==> config.mk <==
export PLATFORM = sky130hd
export DESIGN_NAME = sfu_status_flags
export DESIGN_NICKNAME = d
export VERILOG_FILES = /design/src/sfu_pkg.sv /design/src/sfu_compare.sv /design/src/sfu_status_flags.sv
export VERILOG_INCLUDE_DIRS = /design/src
export SDC_FILE = /design/constraint.sdc
export NUM_CORES = 1
export LEC_CHECK = 0
export ABC_AREA = 1
export BUFFER_PORTS_ARGS = -buffer_cell sky130_fd_sc_hd__buf_2
export CAP_MARGIN = 20
export CORE_MARGIN = 2
export CORE_UTILIZATION = 41
export CTS_CLUSTER_SIZE = 28
export DETAILED_ROUTE_END_ITERATION = 10
export GPL_TIMING_DRIVEN = 0
export PLACE_DENSITY = 0.81
export SLEW_MARGIN = 10
export SYNTH_ARGS = -nofsm -noshare
export SYNTH_HDL_FRONTEND = slang
export SYNTH_SLANG_ARGS = --single-unit
==> constraint.sdc <==
create_clock -name clock -period 1.2 [get_ports clock]
set_input_delay 0.12 -clock clock [delete_from_list [all_inputs] [get_ports clock]]
set_output_delay 0.12 -clock clock [all_outputs]
set_load 0.1 [all_outputs]
==> src/sfu_defs.svh <==
`ifndef SFU_DEFS_SVH
`define SFU_DEFS_SVH

// ----------------------------------------
// Register byte offsets
// ----------------------------------------
`define SFU_ADDR_FLAGS_LO 8'h00
`define SFU_ADDR_FLAGS_HI 8'h04
`define SFU_ADDR_CTRL 8'h08
`define SFU_ADDR_IRQ_STATUS 8'h0C
`define SFU_ADDR_IRQ_MASK 8'h10

// ----------------------------------------
// Result flag positions, low word F0110..F011F
// ----------------------------------------
`define SFU_BIT_OP_ERROR 0
`define SFU_BIT_ZERO 1
`define SFU_BIT_CARRY 2
`define SFU_BIT_ALL_OFF 3
`define SFU_BIT_SHMEM_ERROR 4
`define SFU_BIT_OP_ERROR_LATCH 5

// ----------------------------------------
// Compare flag positions, high word F0120..F012F
// ----------------------------------------
`define SFU_BIT_LT 0
`define SFU_BIT_LE 1
`define SFU_BIT_EQ 2
`define SFU_BIT_GT 3
`define SFU_BIT_GE 4
`define SFU_BIT_NE 5

// ----------------------------------------
// Control register fields
// ----------------------------------------
`define SFU_CTRL_SIGNED 0
`define SFU_CTRL_CLR_LATCH 1
`define SFU_CTRL_RESET 2'h0

// ----------------------------------------
// Interrupt event positions and reset values
// ----------------------------------------
`define SFU_EVT_OP_ERROR 0
`define SFU_EVT_CARRY 1
`define SFU_EVT_ALL_OFF 2
`define SFU_EVT_SHMEM_ERROR 3
`define SFU_EVT_COMPARE 4
`define SFU_EVT_COUNT 5
`define SFU_IRQ_STATUS_RESET 5'h00
`define SFU_IRQ_MASK_RESET 5'h00

`endif

==> src/sfu_pkg.sv <==
package sfu_pkg;

  typedef logic [15:0] sfu_word_t;
  typedef logic [7:0] sfu_addr_t;
  typedef logic [31:0] sfu_data_t;
  typedef logic [4:0] sfu_evt_t;

  typedef enum logic
  {
    SFU_CMP_UNSIGNED,
    SFU_CMP_SIGNED
  } sfu_cmp_mode_t;

endpackage

==> src/sfu_compare.sv <==
`timescale 1ns/1ps
`default_nettype none

module sfu_compare
  import sfu_pkg::*;
(
  // Clock and reset
  input wire logic clock,
  input wire logic arst_n,
  // Compare request
  input wire logic compare_instruction,
  input wire sfu_pkg::sfu_cmp_mode_t cmp_mode,
  input wire sfu_pkg::sfu_word_t cmp_src1,
  input wire sfu_pkg::sfu_word_t cmp_src2,
  // Flags
  output logic less_than_flag,
  output logic less_or_equal_flag,
  output logic equal_flag,
  output logic greater_than_flag,
  output logic greater_or_equal_flag,
  output logic not_equal_flag
);

  // ----------------------------------------
  // Relation decode
  // ----------------------------------------
  wire logic lt_signed;
  wire logic lt_unsigned;
  wire logic rel_lt;
  wire logic rel_eq;

  assign lt_signed = $signed(cmp_src1) < $signed(cmp_src2);
  assign lt_unsigned = cmp_src1 < cmp_src2;
  assign rel_lt = (cmp_mode == SFU_CMP_SIGNED) ? lt_signed : lt_unsigned;
  assign rel_eq = cmp_src1 == cmp_src2;

  // ----------------------------------------
  // Flag hold, all six reload together
  // ----------------------------------------
  always_ff @(posedge clock or negedge arst_n)
  begin
    if (!arst_n)
    begin
      less_than_flag <= 1'b0;
      less_or_equal_flag <= 1'b0;
      equal_flag <= 1'b0;
      greater_than_flag <= 1'b0;
      greater_or_equal_flag <= 1'b0;
      not_equal_flag <= 1'b0;
    end
    else if (compare_instruction)
    begin
      less_than_flag <= rel_lt;
      less_or_equal_flag <= rel_lt | rel_eq;
      equal_flag <= rel_eq;
      greater_than_flag <= ~rel_lt & ~rel_eq;
      greater_or_equal_flag <= ~rel_lt;
      not_equal_flag <= ~rel_eq;
    end
  end

endmodule

`default_nettype wire

==> src/sfu_status_flags.sv <==
// Behaviour
// - The operation error flag at F0110 is on after an instruction that ends in an operation error.
// - The latched error copy at F0115 turns on with any operation error and stays on until cleared.
// - The zero flag at F0111 is on when the executed operation's result is zero.
// - The carry flag at F0112 is on when the executed operation carries out of its result width.
// - The flag at F0113 turns on when the all-outputs-off instruction executes.
// - The shared-memory error flag at F0114 turns on when a special-module common memory access fails.
// - A compare sets the less-than flag at F0120 when the first operand is below the second.
// - A compare sets the less-or-equal flag at F0121 when the first operand is not above the second.
// - A compare sets the equal flag at F0122 when both operands are equal.
// - A compare sets the greater-than flag at F0123 when the first operand is above the second.
// - A compare sets the greater-or-equal flag at F0124 when the first operand is not below the second.
// - A compare sets the not-equal flag at F0125 when the operands differ.
// - Bits F0116 to F011F and F0126 to F012F carry no function and read as zero.
`timescale 1ns/1ps
`default_nettype none
`include "sfu_defs.svh"

module sfu_status_flags
  import sfu_pkg::*;
(
  // Clock and reset
  input wire logic clock,
  input wire logic arst_n,
  // Instruction completion
  input wire logic exec_done,
  input wire logic exec_error,
  input wire sfu_pkg::sfu_word_t exec_result,
  input wire logic exec_carry,
  // All outputs off instruction
  input wire logic all_off_exec,
  input wire logic all_off_release,
  // Special module common memory
  input wire logic shmem_done,
  input wire logic shmem_error,
  // Compare instruction
  input wire logic compare_instruction,
  input wire sfu_pkg::sfu_word_t cmp_src1,
  input wire sfu_pkg::sfu_word_t cmp_src2,
  // Register port
  input wire sfu_pkg::sfu_addr_t reg_addr,
  input wire sfu_pkg::sfu_data_t reg_wdata,
  input wire logic reg_wr,
  input wire logic reg_rd,
  output sfu_pkg::sfu_data_t reg_rdata,
  // Flag devices
  output sfu_pkg::sfu_word_t flags_lo,
  output sfu_pkg::sfu_word_t flags_hi,
  // Interrupt
  output logic irq
);

  import sfu_pkg::*;

  // ----------------------------------------
  // Register state
  // ----------------------------------------
  logic op_error_q;
  logic zero_q;
  logic carry_q;
  logic all_off_q;
  logic shmem_error_q;
  logic op_error_latch_q;
  logic cmp_signed_q;
  sfu_evt_t irq_status_q;
  sfu_evt_t irq_mask_q;
  sfu_data_t reg_rdata_q;
  logic irq_q;

  // ----------------------------------------
  // Compare flags
  // ----------------------------------------
  wire logic lt_flag;
  wire logic le_flag;
  wire logic eq_flag;
  wire logic gt_flag;
  wire logic ge_flag;
  wire logic ne_flag;
  wire sfu_cmp_mode_t cmp_mode;

  assign cmp_mode = cmp_signed_q ? SFU_CMP_SIGNED : SFU_CMP_UNSIGNED;

  sfu_compare u_compare
  (
    .clock(clock),
    .arst_n(arst_n),
    .compare_instruction(compare_instruction),
    .cmp_mode(cmp_mode),
    .cmp_src1(cmp_src1),
    .cmp_src2(cmp_src2),
    .less_than_flag(lt_flag),
    .less_or_equal_flag(le_flag),
    .equal_flag(eq_flag),
    .greater_than_flag(gt_flag),
    .greater_or_equal_flag(ge_flag),
    .not_equal_flag(ne_flag)
  );

  // ----------------------------------------
  // Register decode
  // ----------------------------------------
  wire logic sel_flags_lo;
  wire logic sel_flags_hi;
  wire logic sel_ctrl;
  wire logic sel_irq_status;
  wire logic sel_irq_mask;
  wire logic wr_ctrl;
  wire logic wr_irq_status;
  wire logic wr_irq_mask;
  wire logic clr_latch;

  assign sel_flags_lo = reg_addr == `SFU_ADDR_FLAGS_LO;
  assign sel_flags_hi = reg_addr == `SFU_ADDR_FLAGS_HI;
  assign sel_ctrl = reg_addr == `SFU_ADDR_CTRL;
  assign sel_irq_status = reg_addr == `SFU_ADDR_IRQ_STATUS;
  assign sel_irq_mask = reg_addr == `SFU_ADDR_IRQ_MASK;
  assign wr_ctrl = reg_wr & sel_ctrl;
  assign wr_irq_status = reg_wr & sel_irq_status;
  assign wr_irq_mask = reg_wr & sel_irq_mask;
  // Clear bit is a strobe, never stored, so it reads zero
  assign clr_latch = wr_ctrl & reg_wdata[`SFU_CTRL_CLR_LATCH];

  // ----------------------------------------
  // Flag words, unused positions tied low
  // ----------------------------------------
  wire sfu_word_t flags_lo_w;
  wire sfu_word_t flags_hi_w;

  assign flags_lo_w = {10'h000, op_error_latch_q, shmem_error_q, all_off_q, carry_q, zero_q, op_error_q};
  assign flags_hi_w = {10'h000, ne_flag, ge_flag, gt_flag, eq_flag, le_flag, lt_flag};
  assign flags_lo = flags_lo_w;
  assign flags_hi = flags_hi_w;

  // ----------------------------------------
  // Next values of the result flags
  // ----------------------------------------
  wire logic zero_d;
  wire logic latch_d;
  wire logic all_off_d;
  wire logic shmem_error_d;

  assign zero_d = exec_result == 16'h0000;
  // Set beats clear so an error in the clearing cycle survives
  assign latch_d = (exec_done & exec_error) | (op_error_latch_q & ~clr_latch);
  // Release never wins over a fresh all-off instruction
  assign all_off_d = all_off_exec | (all_off_q & ~all_off_release);
  // A clean access clears the error, a failing one sets it
  assign shmem_error_d = shmem_error | (shmem_error_q & ~shmem_done);

  // ----------------------------------------
  // Result flags
  // ----------------------------------------
  always_ff @(posedge clock or negedge arst_n)
  begin
    if (!arst_n)
    begin
      op_error_q <= 1'b0;
      zero_q <= 1'b0;
      carry_q <= 1'b0;
    end
    else if (exec_done)
    begin
      // Only a completed instruction reloads these, so a stall keeps the last result
      op_error_q <= exec_error;
      zero_q <= zero_d;
      carry_q <= exec_carry;
    end
  end

  always_ff @(posedge clock or negedge arst_n)
  begin
    if (!arst_n)
    begin
      op_error_latch_q <= 1'b0;
      all_off_q <= 1'b0;
      shmem_error_q <= 1'b0;
    end
    else
    begin
      op_error_latch_q <= latch_d;
      all_off_q <= all_off_d;
      shmem_error_q <= shmem_error_d;
    end
  end

  // ----------------------------------------
  // Control register
  // ----------------------------------------
  always_ff @(posedge clock or negedge arst_n)
  begin
    if (!arst_n)
    begin
      cmp_signed_q <= 1'b0;
    end
    else if (wr_ctrl)
    begin
      cmp_signed_q <= reg_wdata[`SFU_CTRL_SIGNED];
    end
  end

  // ----------------------------------------
  // Interrupt events
  // ----------------------------------------
  wire sfu_evt_t evt;
  wire sfu_evt_t irq_status_d;

  assign evt[`SFU_EVT_OP_ERROR] = exec_done & exec_error;
  assign evt[`SFU_EVT_CARRY] = exec_done & exec_carry;
  assign evt[`SFU_EVT_ALL_OFF] = all_off_exec;
  assign evt[`SFU_EVT_SHMEM_ERROR] = shmem_error;
  assign evt[`SFU_EVT_COMPARE] = compare_instruction;

  genvar gi;
  generate
    for (gi = 0; gi < `SFU_EVT_COUNT; gi++)
    begin : g_evt
      // Write-one clear loses to an event in the same cycle
      assign irq_status_d[gi] = evt[gi] | (irq_status_q[gi] & ~(wr_irq_status & reg_wdata[gi]));
    end
  endgenerate

  always_ff @(posedge clock or negedge arst_n)
  begin
    if (!arst_n)
    begin
      irq_status_q <= `SFU_IRQ_STATUS_RESET;
    end
    else
    begin
      irq_status_q <= irq_status_d;
    end
  end

  always_ff @(posedge clock or negedge arst_n)
  begin
    if (!arst_n)
    begin
      // Mask only gates the interrupt; status still records masked events
      irq_mask_q <= `SFU_IRQ_MASK_RESET;
    end
    else if (wr_irq_mask)
    begin
      irq_mask_q <= reg_wdata[`SFU_EVT_COUNT-1:0];
    end
  end

  // Registered, so irq trails the status bit by one cycle
  wire logic irq_d;

  assign irq_d = |(irq_status_q & irq_mask_q);

  always_ff @(posedge clock or negedge arst_n)
  begin
    if (!arst_n)
    begin
      irq_q <= 1'b0;
    end
    else
    begin
      irq_q <= irq_d;
    end
  end

  assign irq = irq_q;

  // ----------------------------------------
  // Read path
  // ----------------------------------------
  wire sfu_data_t rd_ctrl;
  wire sfu_data_t rd_mux;

  assign rd_ctrl = {31'h00000000, cmp_signed_q};
  // Unmapped offsets fall through to zero
  assign rd_mux = sel_flags_lo ? {16'h0000, flags_lo_w} :
                  sel_flags_hi ? {16'h0000, flags_hi_w} :
                  sel_ctrl ? rd_ctrl :
                  sel_irq_status ? {27'h0000000, irq_status_q} :
                  sel_irq_mask ? {27'h0000000, irq_mask_q} :
                  32'h00000000;

  // Data stand only in the cycle after the strobe
  always_ff @(posedge clock or negedge arst_n)
  begin
    if (!arst_n)
    begin
      reg_rdata_q <= 32'h00000000;
    end
    else if (reg_rd)
    begin
      reg_rdata_q <= rd_mux;
    end
    else
    begin
      reg_rdata_q <= 32'h00000000;
    end
  end

  assign reg_rdata = reg_rdata_q;

endmodule

`default_nettype wire

Yosys cells after proc, flatten, opt, wreduce, memory -nomap -nowiden
Cells that the tools add are included.
{"block": "classes", "order_cmp": 2, "n_mux": 8, "reduce_logical": 3, "n_bitwise": 40, "eq_ne": 5}
{"cell": "16-bit less-than comparator", "n": 2}
{"cell": "32-bit 2-to-1 mux", "n": 1}
{"cell": "1-bit AND", "n": 20}
{"cell": "16-bit equality test", "n": 1}
{"cell": "8-bit by 4-bit equality test with 1-bit output, second input constant", "n": 2}
{"cell": "16-bit zero test", "n": 1}
{"cell": "5-bit 2-to-1 mux", "n": 3}
{"cell": "6-bit 2-to-1 mux", "n": 2}
{"cell": "1-bit inverter", "n": 10}
{"cell": "1-bit OR", "n": 9}
{"cell": "8-bit by 3-bit equality test with 1-bit output, second input constant", "n": 1}
{"cell": "8-bit by 5-bit equality test with 1-bit output, second input constant", "n": 1}
{"cell": "8-bit zero test", "n": 1}
{"cell": "5-bit AND", "n": 1}
{"cell": "5-bit OR reduction", "n": 1}
{"cell": "1-bit 2-to-1 mux", "n": 2}
{"block": "word_totals", "output_inout_bits": 65, "reg_bits": 56, "in_bits": 100, "elab_cells": 75}

Depth between registers and ports, before layout
{"block": "logic_depth", "word_depth": 7, "ltp_mapped": 15, "depth_no_buf": 15}

By module
A second synthesis with hierarchy kept.
{"block": "unflattened", "hier_cells": 315, "area_unflattened_um2": 2407.3}
{"module": "sfu_status_flags", "seq_area_each_um2": 600.6, "cells_per_inst": 213, "instances": 1, "area_per_inst_um2": 1725.4}
{"module": "sfu_compare", "seq_area_each_um2": 150.1, "cells_per_inst": 102, "instances": 1, "area_per_inst_um2": 681.9}

Least setup slack after synthesis
No wires, ideal clock.
{"block": "synth_path", "path_kind": "input to register", "from": "in cmp_src2[11]", "to": "reg u_compare.greater_than_flag", "arrival_ns": 1.127, "setup_ns": 0.117, "required_ns": 1.083, "path_slack_ns": -0.044, "path_buffers": 0, "path_stages": 11, "path_cell_list": "inv_1 -> ha_1 -> nand2_1 -> inv_1 -> nand3_1 -> nor3_1 -> nand2_1 -> nand3_1 -> nand3_1 -> nand2_1 -> nor2_1"}
{"block": "synth_between", "elab_chain_cells": 4, "word_cells_on_any_way": 7, "cone_classes": "order compare: 2; eq/ne: 1; mux: 1; bitwise: 3"}
{"item": "start: declaration", "line": "sfu_status_flags.sv:39", "source": "input wire sfu_pkg::sfu_word_t cmp_src2,"}
{"item": "16-bit less-than comparator, on equally long branches", "line": "sfu_compare.sv:33, sfu_compare.sv:32"}
{"item": "1-bit 2-to-1 mux", "line": "sfu_compare.sv:34", "source": "assign rel_lt = (cmp_mode == SFU_CMP_SIGNED) ? lt_signed : lt_unsigned;"}
{"item": "1-bit inverter", "line": "sfu_compare.sv:56", "source": "greater_than_flag <= ~rel_lt & ~rel_eq;"}
{"item": "1-bit AND (*)", "line": "sfu_compare.sv:56"}
{"item": "end signal: assignment", "line": "sfu_compare.sv:56"}
{"item": "end: declaration", "line": "sfu_compare.sv:19", "source": "output logic greater_than_flag,"}
Mark *: on every way between the ends. The rest lies on a longest branch, timed or not.
A chain may end at the register's enable or synchronous reset.

Worst setup path in the final report
{"block": "layout_path", "from": "in cmp_src2[15]", "to": "reg u_compare.greater_than_flag"}
The elaborated chain is that of the path after synthesis.

==> results.json <==
{
  "fp-row-count": 27,
  "p_int_w": 0.00192,
  "finalInstanceArea_sq_um": 3280,
  "dpl_worst_slack_ns": -0.244,
  "setup_violations": 0,
  "crit_top_cell": "nand2_1",
  "peakVddDrop_uv": 661,
  "initial_core_util": 0.420,
  "grt_max_degree": 31,
  "drive_gt1_frac": 0.423,
  "synth_top_family_by_area": "buffers and inverters",
  "seq_power_share": 0.315,
  "firstDrtPassIters": 4,
  "max_stage_delay_ns": 0.31,
  "worstPathMaxFanout": 3,
  "worst_slew_pin_slew_ns": 0.652,
  "required_ns": 1.37,
  "io_pins": 165,
  "maxCapViolCount": 0,
  "fin_crit_sh": 0.984,
  "synth.yosys.warnings": 0,
  "gp_congestion": 0.820,
  "antenna_found_initial": 0,
  "cts_made_buffers": 5,
  "htreeDepth": 2,
  "switchingPower_w": 0.00156,
  "p_comb_frac": 0.453,
  "hold_ws_ns": 0.0267,
  "die_w_microns": 78.7,
  "die-area_sq_um": 6190,
  "clock.fmax_ghz": 0.847,
  "hp-class": "in -> reg",
  "track_usage": 0.164,
  "seq_area_sq_um": 751,
  "synthCells": 301,
  "clock_latency_ns": 0.28,
  "ant_nets": 0,
  "area_growth_pct": 43.5,
  "finClkSkew_ns": 0.00334,
  "vias_per_cell": 4.21,
  "reg2reg_depth": 6,
  "portBuffers": 90,
  "diodes": 0,
  "grt_pass1_wl_microns": 8210,
  "holdPathStages": 2,
  "multi_input_area_sq_um": 1180,
  "grt-ovfl-total": 0,
  "clockRootBuffer": "clkbuf_8",
  "remaining_drc_errors": 0,
  "cp-start-kind": "input port",
  "wl_per_cell_microns": 10.1,
  "drt_wl_total_microns": 5220,
  "rsz0062_at_grt": "yes",
  "synth-xor-area-share": 0,
  "nets": 562,
  "core-area_sq_um": 5440,
  "setup.worst_path.end_class": "flop",
  "setup_ws_ns": 0.0193,
  "via_count": 2183,
  "dpl-instance-area_sq_um": 3010,
  "ys_types": 28,
  "clock-sinks": 30,
  "fillers": 491,
  "switching_share": 0.449,
  "synth-edff-count": 0,
  "synthMuxAreaShare": 0,
  "postSynthAreaPerCell_sq_um": 7.59,
  "netlist_area_sq_um": 2290,
  "worst-setup-path-type": "in -> reg",
  "leakage_nw": 1.91,
  "p_per_area_nw_per_um2": 1060,
  "yosysSeqAreaShare": 0.328,
  "cp.arrival_ns": 1.35,
  "critPathSlowestCell": "ha_1",
  "synthSimpleGateAreaFrac": 0.205,
  "synth_compound_area_frac": 0.102,
  "ys.flop_type": "dfrtp_1",
  "hpwl_microns": 4250,
  "ys_ff_latch": 30,
  "async_flop_share": 1.00,
  "period_needed_ns": 1.18,
  "outcome": "finished, final reports clean",
  "cts_tree": "done",
  "worstPathCellList": "buf_2 > inv_1 > ha_1 > nand2_1 > nor3_2 > nand2_1 > nand3_1 > nand3_2 > nand2_1 > nor2_1",
  "die_h_microns": 78.7,
  "drtIter0Drc": 108,
  "relSlewSlack": 0.565,
  "clkPwrFrac": 0.232,
  "synth_fa_ha_area_frac": 0.0876,
  "clk_pin_slew_worst_paths_ns": 0.06,
  "slew_violations": 0,
  "first_global_vias": 2036,
  "hold_viol_final": 0,
  "cts_max_path_buffers": 2
}
[stage by stage]
stage                     std cells  power, W   util  setup TNS (ns)
final                           519   0.00348  0.603               0
after global routing            519   0.00364  0.603          -0.100
after CTS                       517   0.00344  0.578               0
after detailed placement        508   0.00259  0.553           -2.42
after global placement          508   0.00257  0.553           -1.68
after floorplan                 346   0.00236      -               0
[kinds of logic (layout without fill, tap and decap cells)]
group,after synthesis,in the layout
compound gates,44,44
fa+ha+maj,16,16
buf+inv,110,211
flops,30,30
other cells,1,46
simple gates,100,100
[worst max-delay path: cells and delay by family]
| family | cells | cell delay [ns] |
|---|---|---|
| adder cells (fa/ha/maj) | 1 | 0.31 |
| buffers and inverters | 2 | 0.11 |
| AND/OR/NAND/NOR | 7 | 0.81 |
[routing by layer]
metal | track usage | part of all wire
met1 | 0.190 | 0.40
met2 | 0.304 | 0.53
met3 | 0.0253 | 0.062
met4 | 0.0579 | 0.0075
met5 | 0 | 0
[cell type report]
type,instances,area share
multi-input cells,206,0.360
flip-flops and latches,30,0.229
clock buffers,7,0.0263
well taps,72,0.0275
clock inverters,1,0.00153
plain buffers,59,0.134
inverters,51,0.0584
repair buffers,93,0.164
[repair_timing]
| action | 4_1_cts | 5_1_grt |
|---|---|---|
| hold buffers | 1 | 0 |
| pin swaps | 0 | 9 |
| hold endpoints to repair | 30 | 0 |
| gates resized for setup | 13 | 25 |
| buffers inserted | 0 | 2 |
| setup endpoints to repair | 12 | 12 |
[path summary, 6_finish.rpt]
check                                                                to                startpoint  slack [ns]
worst max-delay path            u_compare.greater_than_flag$_DFFE_PN0P_              cmp_src2[15]        0.02
worst min-delay path                                all_off_q$_DFF_PN0_           all_off_release        0.03
worst max register to register     u_compare.less_than_flag$_DFFE_PN0P_  cmp_signed_q$_DFFE_PN0P_        0.17
worst min register to register                 cmp_signed_q$_DFFE_PN0P_  cmp_signed_q$_DFFE_PN0P_        0.50
max in group asynchronous                     irq_mask_q[3]$_DFFE_PN0P_                    arst_n        0.37
min in group asynchronous                       shmem_error_q$_DFF_PN0_                    arst_n        0.42
[power groups by stage]
stage / clock [W] / sequential, W / combinational, W
3_5_place_dp: 0 / 0.00111 / 0.00148
4_1_cts: 0.000836 / 0.00110 / 0.00151
3_3_place_gp: 0 / 0.00111 / 0.00146
5_1_grt: 0.000878 / 0.00110 / 0.00166
6_report: 0.000808 / 0.00110 / 0.00157
2_1_floorplan: 0 / 0.00116 / 0.00121
[state kept, by name (all words and copies together) (netlist names)]
register                         cells
shmem_error_q                        1
irq_status_q                         5
u_compare.greater_than_flag          1
all_off_q                            1
u_compare.greater_or_equal_flag      1
cmp_signed_q                         1
irq                                  1
op_error_latch_q                     1
zero_q                               1
u_compare.less_or_equal_flag         1
u_compare.equal_flag                 1
u_compare.less_than_flag             1
irq_mask_q                           5
reg_rdata                            6
u_compare.not_equal_flag             1
op_error_q                           1
carry_q                              1
[synth_stat cells, types with 2 or more instances]
cell	instances	area, sq um
buf_4	58	435
nand2_1	65	244
a21oi_1	14	70.1
ha_1	16	200
nor2_1	9	33.8
inv_2	5	18.8
nor4_1	4	25.0
nand4_1	2	12.5
inv_1	46	173
o21ai_0	17	85.1
o21ai_1	8	40.0
nand3_1	9	45.0
dfrtp_1	30	751
nand2_2	4	25.0
[layout by cell type, fill, tap and decap left out, types with 4 or more instances in the layout]
cell type  instances
inv_2              9
buf_4             65
nand2_1           62
nand3_1            7
dfrtp_1           30
o21ai_0           14
ha_4               6
nand2_2            7
nor4_1             4
a21oi_1           13
conb_1            46
nor2_1             9
inv_1             42
ha_1              10
o21ai_1           11
buf_6              8
buf_2             77
clkbuf_8           6
Power figures use the tool's default switching activity.
